`config.mk`:
```
export PLATFORM = sky130hd
export DESIGN_NAME = ts_sublayer_rx
export DESIGN_NICKNAME = d
export VERILOG_FILES = /design/src/design/ts_sublayer_pkg.sv /design/src/design/subtype_if.sv /design/src/design/ts_subtype_classify.sv /design/src/design/ts_sublayer_rx.sv
export VERILOG_INCLUDE_DIRS = /design/src /design/src/design
export SDC_FILE = /design/constraint.sdc
export NUM_CORES = 1
export LEC_CHECK = 0
export ABC_CLOCK_PERIOD_IN_PS = 16300
export BUFFER_PORTS_ARGS = -buffer_cell sky130_fd_sc_hd__buf_2
export CAP_MARGIN = 40
export CORE_UTILIZATION = 35
export DETAILED_ROUTE_END_ITERATION = 16
export GPL_ROUTABILITY_DRIVEN = 0
export PLACE_DENSITY = 0.52
export SLEW_MARGIN = 10
export SYNTH_ARGS = -nofsm -noshare
export SYNTH_HDL_FRONTEND = slang
export SYNTH_SLANG_ARGS = --single-unit
```
`constraint.sdc`:
```
create_clock -name clk -period 16.3 [get_ports clk]
set_input_delay 0.815 -clock clk [delete_from_list [all_inputs] [get_ports clk]]
set_output_delay 0.815 -clock clk [all_outputs]
set_load 0.05 [all_outputs]
```
`src/design/ts_sublayer_params.svh`:
```
// Constants for the transport sublayer receiver: offsets, fields, resets
`ifndef TS_SUBLAYER_PARAMS_SVH
`define TS_SUBLAYER_PARAMS_SVH
// ----------------------------------------
// Sublayer-subtype attribute
// ----------------------------------------
`define AVP_MANDATORY  1'b1
`define AVP_LENGTH     10'h008
`define AVP_ATTR_TYPE  16'h0011
// ----------------------------------------
// Sublayer header, first byte is sent first
// ----------------------------------------
`define HDR_V_BIT      7
`define HDR_S_BIT      6
`define HDR_H_MSB      5
`define HDR_H_LSB      4
`define HDR_FLOW_MSB   2
`define HDR_RSV_IDX    2'h1
`define HDR_SEQHI_IDX  2'h2
`define HDR_LAST_IDX   2'h3
`define H_DATA         2'h0
`define H_LATENCY      2'h1
// ----------------------------------------
// Transport stream segment
// ----------------------------------------
`define TS_LAST_IDX    8'hBB
`define TS_PIDHI_IDX   8'h01
`define TS_PIDLO_IDX   8'h02
`define TS_PIDHI_MSB   4
`define TS_NULL_PID    13'h1FFF
// ----------------------------------------
// Register map and reset values
// ----------------------------------------
`define REG_CTRL       8'h00
`define REG_SUBTYPE    8'h04
`define REG_STATUS     8'h08
`define REG_AVP_WORD0  8'h0C
`define REG_AVP_WORD1  8'h10
`define REG_CNT_BASE   8'h14
`define REG_LAST_SEQ   8'h28
`define CTRL_EN        0
`define CTRL_DROP_NULL 1
`define CTRL_LARGE_MTU 2
`define CTRL_FLOW_LSB  3
`define CTRL_FLOW_MSB  5
`define CTRL_RESET     6'h00
`define SUBTYPE_RESET  16'h0001
`endif

```
`src/design/ts_sublayer_pkg.sv`:
```
// Types shared by the transport sublayer receiver modules
`default_nettype none
package ts_sublayer_pkg;
    typedef enum logic [3:0] {
        S_IDLE = 4'b0001,
        S_HDR  = 4'b0010,
        S_PAY  = 4'b0100,
        S_DROP = 4'b1000
    } rx_state_t;

    typedef enum logic [15:0] {
        ST_TS_SINGLE     = 16'h0001,
        ST_STREAM_LEGACY = 16'h0002,
        ST_TS_MULTI      = 16'h0003,
        ST_STREAM_MULTI  = 16'h0004,
        ST_US_SCQAM      = 16'h0006,
        ST_US_OFDMA      = 16'h0007,
        ST_US_BWREQ_SC   = 16'h0008,
        ST_US_BWREQ_OF   = 16'h0009,
        ST_US_PROBE      = 16'h000A,
        ST_US_RNG_SC     = 16'h000B,
        ST_US_RNG_OF     = 16'h000C,
        ST_DS_MAP_SC     = 16'h000D,
        ST_DS_MAP_OF     = 16'h000E,
        ST_US_SPECTRUM   = 16'h000F,
        ST_DS_PNM        = 16'h0010,
        ST_US_OOB_RET1   = 16'h0012,
        ST_DS_OOB_FWD    = 16'h0013,
        ST_US_OOB_RET2   = 16'h0014,
        ST_DS_NB_FWD     = 16'h0015,
        ST_US_NB_RET     = 16'h0016
    } subtype_code_t;
endpackage
`default_nettype wire

```
`src/design/subtype_if.sv`:
```
// Carrier between the receiver and its subtype classifier
`default_nettype none
interface subtype_if;
    logic [15:0] code;
    logic        valid;
    logic        is_mpeg;
    logic        is_single;
    logic        is_down;
    modport classify(input code, output valid, is_mpeg, is_single, is_down);
    modport user(output code, input valid, is_mpeg, is_single, is_down);
endinterface
`default_nettype wire

```
`src/design/ts_subtype_classify.sv`:
```
// Classifier of sublayer-subtype codes into direction and header family
`default_nettype none
module ts_subtype_classify
    import ts_sublayer_pkg::*;
(
    subtype_if.classify st
);
    // ----------------------------------------
    // Code table; unknown and reserved codes are invalid
    // ----------------------------------------
    always_comb begin
        st.valid     = 1'b1;
        st.is_mpeg   = 1'b0;
        st.is_single = 1'b0;
        st.is_down   = 1'b1;
        case (subtype_code_t'(st.code))
            ST_TS_SINGLE: begin
                st.is_mpeg   = 1'b1;
                st.is_single = 1'b1;
            end
            ST_TS_MULTI, ST_DS_OOB_FWD: begin
                st.is_mpeg = 1'b1;
            end
            // Streaming families carry MAC frames or link-channel data
            ST_STREAM_LEGACY, ST_STREAM_MULTI, ST_DS_MAP_SC, ST_DS_MAP_OF, ST_DS_PNM, ST_DS_NB_FWD: begin
                st.is_mpeg = 1'b0;
            end
            ST_US_SCQAM, ST_US_OFDMA, ST_US_BWREQ_SC, ST_US_BWREQ_OF, ST_US_PROBE, ST_US_RNG_SC,
            ST_US_RNG_OF, ST_US_SPECTRUM, ST_US_NB_RET: begin
                st.is_down = 1'b0;
            end
            ST_US_OOB_RET1, ST_US_OOB_RET2: begin
                st.is_mpeg = 1'b1;
                st.is_down = 1'b0;
            end
            default: begin
                st.valid   = 1'b0;
                st.is_down = 1'b0;
            end
        endcase
    end
endmodule // ts_subtype_classify
`default_nettype wire

```
`src/design/ts_sublayer_rx.sv`:
```
// Receiver of single-channel transport sublayer packets with APB registers
//
// Overview of operation
// Subtype attribute: type 17, length 8, vendor
// Downstream codes 1 to 4 by family
// Upstream codes 6-12, 15, 18, 20, 22
// Codes 13,14,16,19,21 downstream; 5,17 reserved
// Headend sends subtype attribute in setup messages
// Device replies with subtype matching its session
// Headend frames data with negotiated header
// Wrong session type requests session teardown
// Non-conforming headers are silently dropped
// Payload is whole 188-byte segments
// Streaming subtypes carry frames, not segments
// Header: V, S, H, X, flow, reserved, sequence
// Sequence used only when valid flag set
// Extended bits 00 mean data header
// X bit and reserved byte ignored
// Sequence gaps reveal lost packets
// Headend inserts no filler between segments
// Headend supports every header bit
// Accept one to seven segments per packet
// More segments only with larger path MTU
// Null segments may be discarded
// Only one flow identifier supported
// Extended bits 01 latency; 10, 11 invalid
// Sequence sent high byte first
`default_nettype none
`include "ts_sublayer_params.svh"
module ts_sublayer_rx
    import ts_sublayer_pkg::*;
#(
    parameter int          MAX_TS_STD   = 7,
    parameter int          MAX_TS_LARGE = 64,
    parameter logic [15:0] VENDOR_ID    = 16'hA5A5  // Arbitrary value
) (
    input  wire logic        clk,
    input  wire logic        reset,
    input  wire logic        psel,
    input  wire logic        penable,
    input  wire logic        pwrite,
    input  wire logic [7:0]  paddr,
    input  wire logic [31:0] pwdata,
    output var  logic        pready,
    output var  logic [31:0] prdata,
    output var  logic        pslverr,
    input  wire logic        in_valid,
    input  wire logic [7:0]  in_data,
    input  wire logic        in_sop,
    input  wire logic        in_eop,
    output var  logic        in_ready,
    output var  logic        ts_valid,
    output var  logic [7:0]  ts_data,
    output var  logic        ts_sos,
    output var  logic        ts_eos,
    output var  logic        pkt_done,
    output var  logic        pkt_err,
    output var  logic        teardown_request
);
    localparam int CNT_N    = 5;
    localparam int C_GOOD   = 0;
    localparam int C_DROP   = 1;
    localparam int C_GAP    = 2;
    localparam int C_LAT    = 3;
    localparam int C_NULL   = 4;

    rx_state_t        state;
    rx_state_t        next_state;
    logic [5:0]       ctrl;
    logic [15:0]      subtype;
    logic [7:0]       hdr0;
    logic [7:0]       seq_hi;
    logic [1:0]       hdr_idx;
    logic [7:0]       seg_idx;
    logic [7:0]       seg_cnt;
    logic [7:0]       hold0;
    logic [7:0]       hold1;
    logic [1:0]       pend;
    logic             seg_null;
    logic             over;
    logic             seq_seen;
    logic [15:0]      seq_exp;
    logic [15:0]      last_seq;
    logic [15:0]      cnt [CNT_N];
    logic [31:0]      rd_data;

    subtype_if st_bus ();

    ts_subtype_classify u_classify (
        .st (st_bus.classify)
    );

    // ----------------------------------------
    // Header field decode
    // ----------------------------------------
    assign st_bus.code = subtype;
    wire logic        acc       = in_valid & in_ready;
    wire logic        in_hdr    = acc & (state == S_HDR);
    wire logic        hdr_last  = in_hdr & (hdr_idx == `HDR_LAST_IDX);
    wire logic        f_v       = hdr0[`HDR_V_BIT];
    wire logic        f_s       = hdr0[`HDR_S_BIT];
    wire logic [1:0]  f_h       = hdr0[`HDR_H_MSB:`HDR_H_LSB];
    wire logic [2:0]  f_flow    = hdr0[`HDR_FLOW_MSB:0];               // X bit not decoded
    wire logic [15:0] f_seq     = {seq_hi, in_data};
    // Extended bits 10 and 11, or a set V bit, make a header unusable
    wire logic        conform   = ~f_v & ((f_h == `H_DATA) | (f_h == `H_LATENCY));
    wire logic        is_data   = conform & (f_h == `H_DATA);
    wire logic        lat_hit   = hdr_last & conform & (f_h == `H_LATENCY);
    wire logic        sess_ok   = ctrl[`CTRL_EN] & st_bus.valid;
    wire logic        wrong_typ = hdr_last & is_data & sess_ok & ~st_bus.is_single;
    wire logic        flow_ok   = f_flow == ctrl[`CTRL_FLOW_MSB:`CTRL_FLOW_LSB];
    wire logic        take      = hdr_last & ~in_eop & is_data & sess_ok & st_bus.is_single & flow_ok;
    wire logic        seq_chk   = take & f_s;
    wire logic        gap       = seq_chk & seq_seen & (f_seq != seq_exp);

    // ----------------------------------------
    // Payload segmentation decode
    // ----------------------------------------
    wire logic        pay       = acc & (state == S_PAY);
    wire logic        seg_end   = pay & (seg_idx == `TS_LAST_IDX);
    wire logic [12:0] pid       = {hold1[`TS_PIDHI_MSB:0], in_data};
    wire logic        at_pid    = pay & (seg_idx == `TS_PIDLO_IDX);
    wire logic        null_hit  = at_pid & (pid == `TS_NULL_PID) & ctrl[`CTRL_DROP_NULL];
    wire logic        release0  = at_pid & ~null_hit;
    wire logic        use_hold  = (pend != 2'h0) | release0;
    // Larger packets are only legal when the path allows a bigger MTU
    wire logic [7:0]  limit     = ctrl[`CTRL_LARGE_MTU] ? 8'(MAX_TS_LARGE) : 8'(MAX_TS_STD);
    wire logic        cnt_over  = seg_end & (seg_cnt >= limit);
    wire logic        pkt_end   = pay & in_eop;
    // A packet must end exactly on a segment boundary
    wire logic        pkt_bad   = pkt_end & (~seg_end | over | cnt_over);
    wire logic        early_end = (in_hdr & in_eop & ~hdr_last) | (acc & (state == S_IDLE) & in_sop & in_eop);
    wire logic        hdr_drop  = hdr_last & ~take & ~lat_hit;
    wire logic [1:0]  next_pend = release0 ? 2'h2 : ((pend != 2'h0) ? pend - 2'h1 : 2'h0);
    wire logic [CNT_N-1:0] cnt_inc;

    assign cnt_inc[C_GOOD] = pkt_end & ~pkt_bad;
    assign cnt_inc[C_DROP] = hdr_drop | early_end | pkt_bad;
    assign cnt_inc[C_GAP]  = gap;
    assign cnt_inc[C_LAT]  = lat_hit;
    assign cnt_inc[C_NULL] = null_hit;

    // ----------------------------------------
    // Receive state machine
    // ----------------------------------------
    always_comb begin
        next_state = state;
        unique case (state)
            S_IDLE: begin
                if (acc & in_sop & ~in_eop) begin
                    next_state = S_HDR;
                end
            end
            S_HDR: begin
                if (hdr_last) begin
                    next_state = take ? S_PAY : (in_eop ? S_IDLE : S_DROP);
                end else if (in_hdr & in_eop) begin
                    next_state = S_IDLE;
                end
            end
            S_PAY: begin
                if (pkt_end) begin
                    next_state = S_IDLE;
                end
            end
            S_DROP: begin
                if (acc & in_eop) begin
                    next_state = S_IDLE;
                end
            end
        endcase
    end

    // Header capture; the reserved byte is skipped on purpose
    always_ff @(posedge clk or posedge reset) begin
        if (reset) begin
            state   <= S_IDLE;
            hdr0    <= 8'h00;
            seq_hi  <= 8'h00;
            hdr_idx <= 2'h0;
        end else begin
            state <= next_state;
            if (acc & (state == S_IDLE) & in_sop) begin
                hdr0    <= in_data;
                hdr_idx <= `HDR_RSV_IDX;
            end else if (in_hdr) begin
                hdr_idx <= hdr_idx + 2'h1;
            end
            if (in_hdr & (hdr_idx == `HDR_SEQHI_IDX)) begin
                seq_hi <= in_data;
            end
        end
    end

    // Segment position and per-packet segment count
    always_ff @(posedge clk or posedge reset) begin
        if (reset) begin
            seg_idx  <= 8'h00;
            seg_cnt  <= 8'h00;
            seg_null <= 1'b0;
            over     <= 1'b0;
        end else begin
            if (take | seg_end) begin
                seg_idx <= 8'h00;
            end else if (pay) begin
                seg_idx <= seg_idx + 8'h01;
            end
            seg_cnt  <= take ? 8'h00 : (seg_end ? seg_cnt + 8'h01 : seg_cnt);
            over     <= take ? 1'b0 : (over | cnt_over);
            seg_null <= null_hit | (seg_null & ~seg_end);
        end
    end

    // Sync and PID bytes wait here until the PID says keep or discard
    always_ff @(posedge clk or posedge reset) begin
        if (reset) begin
            hold0 <= 8'h00;
            hold1 <= 8'h00;
            pend  <= 2'h0;
        end else begin
            pend <= next_pend;
            if (pay & (seg_idx == 8'h00)) begin
                hold0 <= in_data;
            end else if (use_hold) begin
                hold0 <= hold1;
            end
            if ((pay & (seg_idx == `TS_PIDHI_IDX)) | release0) begin
                hold1 <= in_data;
            end
        end
    end

    // ----------------------------------------
    // Segment output and packet events
    // ----------------------------------------
    // The source is stalled for two cycles while held bytes drain
    always_ff @(posedge clk or posedge reset) begin
        if (reset) begin
            in_ready <= 1'b1;
            ts_valid <= 1'b0;
            ts_data  <= 8'h00;
            ts_sos   <= 1'b0;
            ts_eos   <= 1'b0;
            pkt_done <= 1'b0;
            pkt_err  <= 1'b0;
        end else begin
            in_ready <= next_pend == 2'h0;
            ts_valid <= use_hold | (pay & (seg_idx > `TS_PIDLO_IDX) & ~seg_null);
            ts_data  <= use_hold ? hold0 : in_data;
            ts_sos   <= release0;
            ts_eos   <= seg_end & ~seg_null;
            pkt_done <= pkt_end;
            pkt_err  <= pkt_bad;
        end
    end

    // Sequence tracking, armed by the first valid sequence of a session
    always_ff @(posedge clk or posedge reset) begin
        if (reset) begin
            seq_seen <= 1'b0;
            seq_exp  <= 16'h0000;
            last_seq <= 16'h0000;
        end else begin
            seq_seen <= seq_chk | (seq_seen & ctrl[`CTRL_EN]);
            if (seq_chk) begin
                seq_exp  <= f_seq + 16'h0001;
                last_seq <= f_seq;
            end
        end
    end

    // Event counters wrap silently; software reads differences
    for (genvar i = 0; i < CNT_N; i++) begin : g_cnt
        always_ff @(posedge clk or posedge reset) begin
            if (reset) begin
                cnt[i] <= 16'h0000;
            end else if (cnt_inc[i]) begin
                cnt[i] <= cnt[i] + 16'h0001;
            end
        end
    end

    // ----------------------------------------
    // APB slave, one wait state on every access
    // ----------------------------------------
    wire logic        setup_ok = psel & penable & ~pready;
    wire logic        wr       = psel & penable & pready & pwrite;
    wire logic        cnt_hit  = (paddr >= `REG_CNT_BASE) & (paddr < `REG_LAST_SEQ) & (paddr[1:0] == 2'h0);
    wire logic [7:0]  cnt_off  = paddr - `REG_CNT_BASE;
    wire logic [2:0]  cnt_sel  = cnt_off[4:2];
    wire logic [31:0] avp0     = {`AVP_MANDATORY, 1'b0, 4'h0, `AVP_LENGTH, VENDOR_ID};
    wire logic [31:0] avp1     = {`AVP_ATTR_TYPE, subtype};
    wire logic [31:0] status   = {28'h0, st_bus.is_down, st_bus.is_mpeg, st_bus.valid, teardown_request};
    wire logic        mapped   = cnt_hit | (paddr == `REG_CTRL) | (paddr == `REG_SUBTYPE) | (paddr == `REG_STATUS)
                                 | (paddr == `REG_AVP_WORD0) | (paddr == `REG_AVP_WORD1) | (paddr == `REG_LAST_SEQ);
    wire logic        clr_td   = wr & (paddr == `REG_STATUS) & pwdata[0];

    // Read selection
    always_comb begin
        rd_data = 32'h0000_0000;
        if (cnt_hit) begin
            rd_data = {16'h0000, cnt[cnt_sel]};
        end else begin
            case (paddr)
                `REG_CTRL:      rd_data = {26'h0, ctrl};
                `REG_SUBTYPE:   rd_data = {16'h0000, subtype};
                `REG_STATUS:    rd_data = status;
                `REG_AVP_WORD0: rd_data = avp0;
                `REG_AVP_WORD1: rd_data = avp1;
                `REG_LAST_SEQ:  rd_data = {16'h0000, last_seq};
                default:        rd_data = 32'h0000_0000;
            endcase
        end
    end

    // Bus answer registers
    always_ff @(posedge clk or posedge reset) begin
        if (reset) begin
            pready  <= 1'b0;
            prdata  <= 32'h0000_0000;
            pslverr <= 1'b0;
        end else begin
            pready <= setup_ok;
            if (setup_ok) begin
                prdata  <= pwrite ? 32'h0000_0000 : rd_data;
                pslverr <= ~mapped;
            end
        end
    end

    // Writable control; a teardown raised in the clearing cycle survives
    always_ff @(posedge clk or posedge reset) begin
        if (reset) begin
            ctrl             <= `CTRL_RESET;
            subtype          <= `SUBTYPE_RESET;
            teardown_request <= 1'b0;
        end else begin
            if (wr & (paddr == `REG_CTRL)) begin
                ctrl <= pwdata[5:0];
            end
            if (wr & (paddr == `REG_SUBTYPE)) begin
                subtype <= pwdata[15:0];
            end
            teardown_request <= wrong_typ | (teardown_request & ~clr_td);
        end
    end
endmodule // ts_sublayer_rx
`default_nettype wire

```
* Yosys cells after proc, flatten, opt, wreduce, memory -nomap -nowiden *
Cells that the tools add are included.
W data, S select, Z words.

storage, ports and cells
  output and inout bits = 49
  flip-flop bits (word level) = 242
  bits of input ports = 56

cells by class
  order comparisons = 5
  equality and inequality tests = 42
  add/sub/neg operators = 11
  bitwise operators = 92
  multiplexer cells = 31
  reduce and logical (&&, ||, !) cells = 14

operators by type and width
  kind                     number
  $pmux W32 S6             1
  $eq A16 B4 Y1 const B    8
  $add A16 B1 Y16 const B  6
  $eq A16 B5 Y1 const B    6
  $mux W32                 2
  $and A1 B1 Y1            58
  $mux W8                  7
  $bmux W16 S3             1
  $eq A16 B3 Y1 const B    3
  $eq A16 B2 Y1 const B    2
  $mux W16                 2
  $mux W4                  7
  $or A1 B1 Y1             20
  $reduce_or A20 Y1        1
  $add A8 B1 Y8 const B    2
  $eq A16 B1 Y1 const B    1
  $eq A8 B4 Y1 const B     2
  $logic_not A8 Y1         2
  $ne A16 B16 Y1           1
  $pmux W4 S4              1
  $eq A13 B13 Y1 const B   1
  $not A1 Y1               13
  $reduce_bool A2 Y1       5
  $reduce_or A9 Y1         1
  other kinds (31)         42

* Depth between registers and ports, before layout *
  word-level depth = 13
  depth in mapped cells = 10
  mapped depth without buffers = 8

* Hierarchy *
A second synthesis with hierarchy kept.

second synthesis, totals
  cell total of the unflattened synthesis = 1,038
  area total of the unflattened synthesis = 11,433.5 µm²

by module, submodules not included
  module               sequential area each (µm²)  cells an instance  area each (µm²)  instances
  ts_sublayer_rx       5,684.2                     1,007              11,219.5         1
  ts_subtype_classify  0.0                         31                 214.0            1

* Least setup slack after synthesis *
Ideal clock, no wire load.

  path type = input -> register
  from = in paddr[2]
  to = reg prdata[10]
  path slack = 12.850 ns
  library setup time = 0.134 ns
  data arrival time = 3.315 ns
  stages = 9
  data required time = 16.166 ns
  cells stage by stage = clkbuf_1 -> buf_2 -> inv_1 -> ha_1 -> clkbuf_1 -> clkbuf_1 -> mux4_2 -> a221oi_1 -> o31ai_1

on the way
  word-level cells in the longest chain between the ends = 7
  elaborated cells between the ends (all ways) = 18

RTL lines
  what                                          line                   text
  start, declared                               ts_sublayer_rx.sv:42   input wire logic [7:0] paddr,
  $sub A5 B5 Y5 (no source line)                n/a
  $not A3 Y4 (not written as such)              ts_sublayer_rx.sv:302  rd_data = {16'h0000, cnt[cnt_sel]};
  $bmux W16 S3                                  ts_sublayer_rx.sv:302
  $mux W16 (not written as such) (2 in series)  ts_sublayer_rx.sv:302
  $mux W32 *                                    ts_sublayer_rx.sv:301  if (cnt_hit) begin
  $mux W32 *                                    ts_sublayer_rx.sv:325  prdata <= pwrite ? 32'h0000_0000 : rd_data;
  end signal, assigned                          ts_sublayer_rx.sv:325
  end, declared                                 ts_sublayer_rx.sv:45   output var logic [31:0] prdata,

Every way passes the cells marked *; elsewhere a longest branch is shown, timed or not. The select of a mux whose other input is x is not followed.
A chain may end at the register's enable or synchronous reset.

* Worst setup path in the final report *
  from = in in_data[0]
  to = reg cnt[14] in the netlist's numbering

on the way
  word-level cells in the longest chain between the ends = 3

RTL lines
  what                             line                   text
  start, declared                  ts_sublayer_rx.sv:48   input wire logic [7:0] in_data,
  $eq A13 B13 Y1 (no source line)  n/a
  $and A1 B1 Y1 (2 in series)      ts_sublayer_rx.sv:123  wire logic null_hit = at_pid & (pid == `TS_NULL_PID) & ctrl[`CTRL_DROP_NULL];
  end signal, assigned by index    ts_sublayer_rx.sv:278  cnt[i] <= cnt[i] + 16'h0001;
  end, declared                    ts_sublayer_rx.sv:84   logic [15:0] cnt [CNT_N];

Every way passes these cells.

==> flow_summary.ini <==
[run_status]
status = finished clean

[timing]
post-route-period-util_pct = 20.39
setup_viol_count_final = 0
fmax_mhz = 300.9
slew_violations = 0
tightestPinTransition_ps = 892.8
fin_skew_ps = 9.513
relSlewSlack_pct = 40.08
rsz0062_at_grt = false
finalHoldViolCount = 0
fin_crit_ps = 3324
fin_setup_tns_ps = 0

[synth]
synth_top_area_share_pct = 48.83
yosys_warnings = 0
synth-main-ff-cell = dfrtp_1
synth_top_cell_by_area = dfrtp_1
ys_seq_elements = 227
synth.avg_cell_area_um2 = 11.13
synth.area.top_cells = dfrtp_1 49%, mux2_2 7.3%, xnor2_1 4.7%
synth_common_cells = 224 x dfrtp_1, 80 x nand2_1, 77 x nor2_1
yosysMostFrequentCell = dfrtp_1
synth_edf_count = 0
yosysUniqueCellTypes = 68
syn_area_mm2 = 0.01148
async_reset_ff_share_pct = 100.0
synthesis.instances = 1031
yosysSeqAreaShare_pct = 49.51

[cts]
cts_buffer_depth = 3
clock_sinks = 227
postCtsSetupBuffers = 0
ctsHoldBuffers = 0
cts_buffers = 26
cts_tree = done
path_clk_slew_ps = 60
cts_root_buf = clkbuf_16
h-tree-depth = 1
cts-resized-gates = 0
clock_latency_ps = 520

[cells_and_area]
n_antenna_cell = 0
stdcell_count = 1548
final_util_pct = 41.59
multi_input_area_mm2 = 0.005426
fillCellCount = 3083
final_nets = 1173
drive_gt1_share_pct = 22.19
synthToLayoutAreaGrowth_pct = 15.51
seq_area_mm2 = 0.005684

[worst_setup_path]
cp_max_fo = 11
arrival_ps = 3760
cp-end-kind = register
worst_setup_path_start_kind = input port
cp_data_required_time_ps = 16730
path_cells = buf_2 -> ha_1 -> nand3_1 -> nor3_1 -> nand4_1 -> or3_1 -> nor2_1 -> xor2_1
cp_slowest_cell = nor3_1
worstSetupPathType = in -> reg
timing.critical_path.slowest_cell_delay_ps = 700

[global_route]
first_global_vias = 7864
grt_pass1_wl_mm = 45.06
grt_max_degree = 90
grt_usage_pct = 17.06
grt-ovfl-total = 0
antenna_found_initial = 1

[detailed_routing]
via_count = 7924
drtIter0Drc = 501
routed_via_density = 5.119
wire_per_inst_um = 17.92
drt_wl_total_mm = 27.74
drcViolationCount = 0
first_pass_iters = 5
postRouteAntennaNets = 0

[job]
max_cap_viol_count = 0

[pwr]
powerDensity_mw_per_mm2 = 109.7
ir_drop_mv = 0.06419
p_leak_nw = 6.281

[floorplanning]
core-area_mm2 = 0.03188
die-height_um = 183.1
pin_count = 105
die_area_mm2 = 0.03353
fp.dieW_um = 183.1
start_util_pct = 36.01
rows = 65

[placement]
portBuffers = 76
dp_hpwl_mm = 19.69
dp.cells = 1502

[worst_hold_path]
hold_class = in -> async
-- metrics by stage --
stage / cell area, um^2 / setup slack (ps) / hold WS (ps) / total power, W
floorplan: 11520 / 9270 / 402.4 / 0.0007774
global placement: 12240 / 12070 / 441.6 / 0.0008223
detailed placement: 12320 / 12400 / 440.8 / 0.0008280
CTS: 13260 / 12950 / 372.1 / 0.001472
global route: 13260 / 12690 / 396.1 / 0.001517
finish: 13260 / 12980 / 345.2 / 0.001454
-- where the power goes --
part	internal (W)	leakage [nW]	switching, W
sequential	0.000598	3.04	0.0000471
combinational	0.0000756	2.78	0.0000947
clock	0.000403	0.457	0.000236
total	0.00108	6.28	0.000378
-- worst max-delay path, delay by kind of cell --
kind	cells	cell delay [ps]
xor gates and xnor gates	1	180
adders and majority gates	1	230
buffers and inverters	1	250
and+or+nand+nor	5	2270
-- metal layers --
metal	vias up	GRT usage, %	share of wire (%)
met1	3918	24.53	48
li1	3792	-	-
met2	181	27.06	46
met5	-	0	0.040
met4	2	4.200	1.8
met3	31	2.363	4.5
-- path summary, 6_finish.rpt --
kind	end	slack, ps	depth (start not counted)	startpoint
setup / recovery	cnt[14]$_DFFE_PP0P_	12980	8	in_data[0]
min in group clk	in_ready$_DFF_PP1_	450	1	pend[1]$_DFF_PP0_
setup reg to reg	cnt[41]$_DFFE_PP0P_	13110	7	hdr_idx[1]$_DFFE_PP0P_
max in group asynchronous	seq_exp[14]$_DFFE_PP0P_	14940	4	reset
hold / removal	cnt[12]$_DFFE_PP0P_	350	2	reset
hold reg to reg	in_ready$_DFF_PP1_	450	1	pend[1]$_DFF_PP0_
-- cell families after synthesis --
kind of cell / Yosys count / share of synthesized area, %
simple gates: 315 / 14.51
buf+inv: 96 / 3.706
other cells: 1 / 0.03267
mux: 102 / 11.44
compound gates: 144 / 8.937
xor+xnor: 124 / 9.460
flops: 227 / 49.52
fa+ha+maj: 22 / 2.398
-- sequential cells by signal, indices dropped and copies added, names as in the netlist, 2 cells and up --
name         cells
seg_idx          8
pend             2
state            4
seq_hi           8
hdr_idx          2
hold0            8
ts_data          8
ctrl             6
hdr0             7
seq_exp         16
hold1            8
last_seq        16
seg_cnt          8
prdata          18
cnt             80
st_bus.code     16
-- cells in the final DEF, fill, tap and decap left out, types with 27 or more instances in the layout --
cell type  count
dfrtp_1      224
nand2_1       80
nor2_1        77
buf_2         77
mux2_2        74
xnor2_1       62
xor2_1        62
nand3_1       31
o21ai_0       31
nand4_1       29
inv_1         27
clkbuf_16     27
-- area by class of cell --
cell class / count / share of cell area, %
flip-flops and latches: 227 / 42.87
multi-input cells: 719 / 40.92
clock buffers: 37 / 5.756
repair buffers: 93 / 4.199
well taps: 435 / 4.105
clock inverters: 9 / 1.302
inverters: 28 / 0.8492
Note: power is estimated with default switching activity, not from simulation.
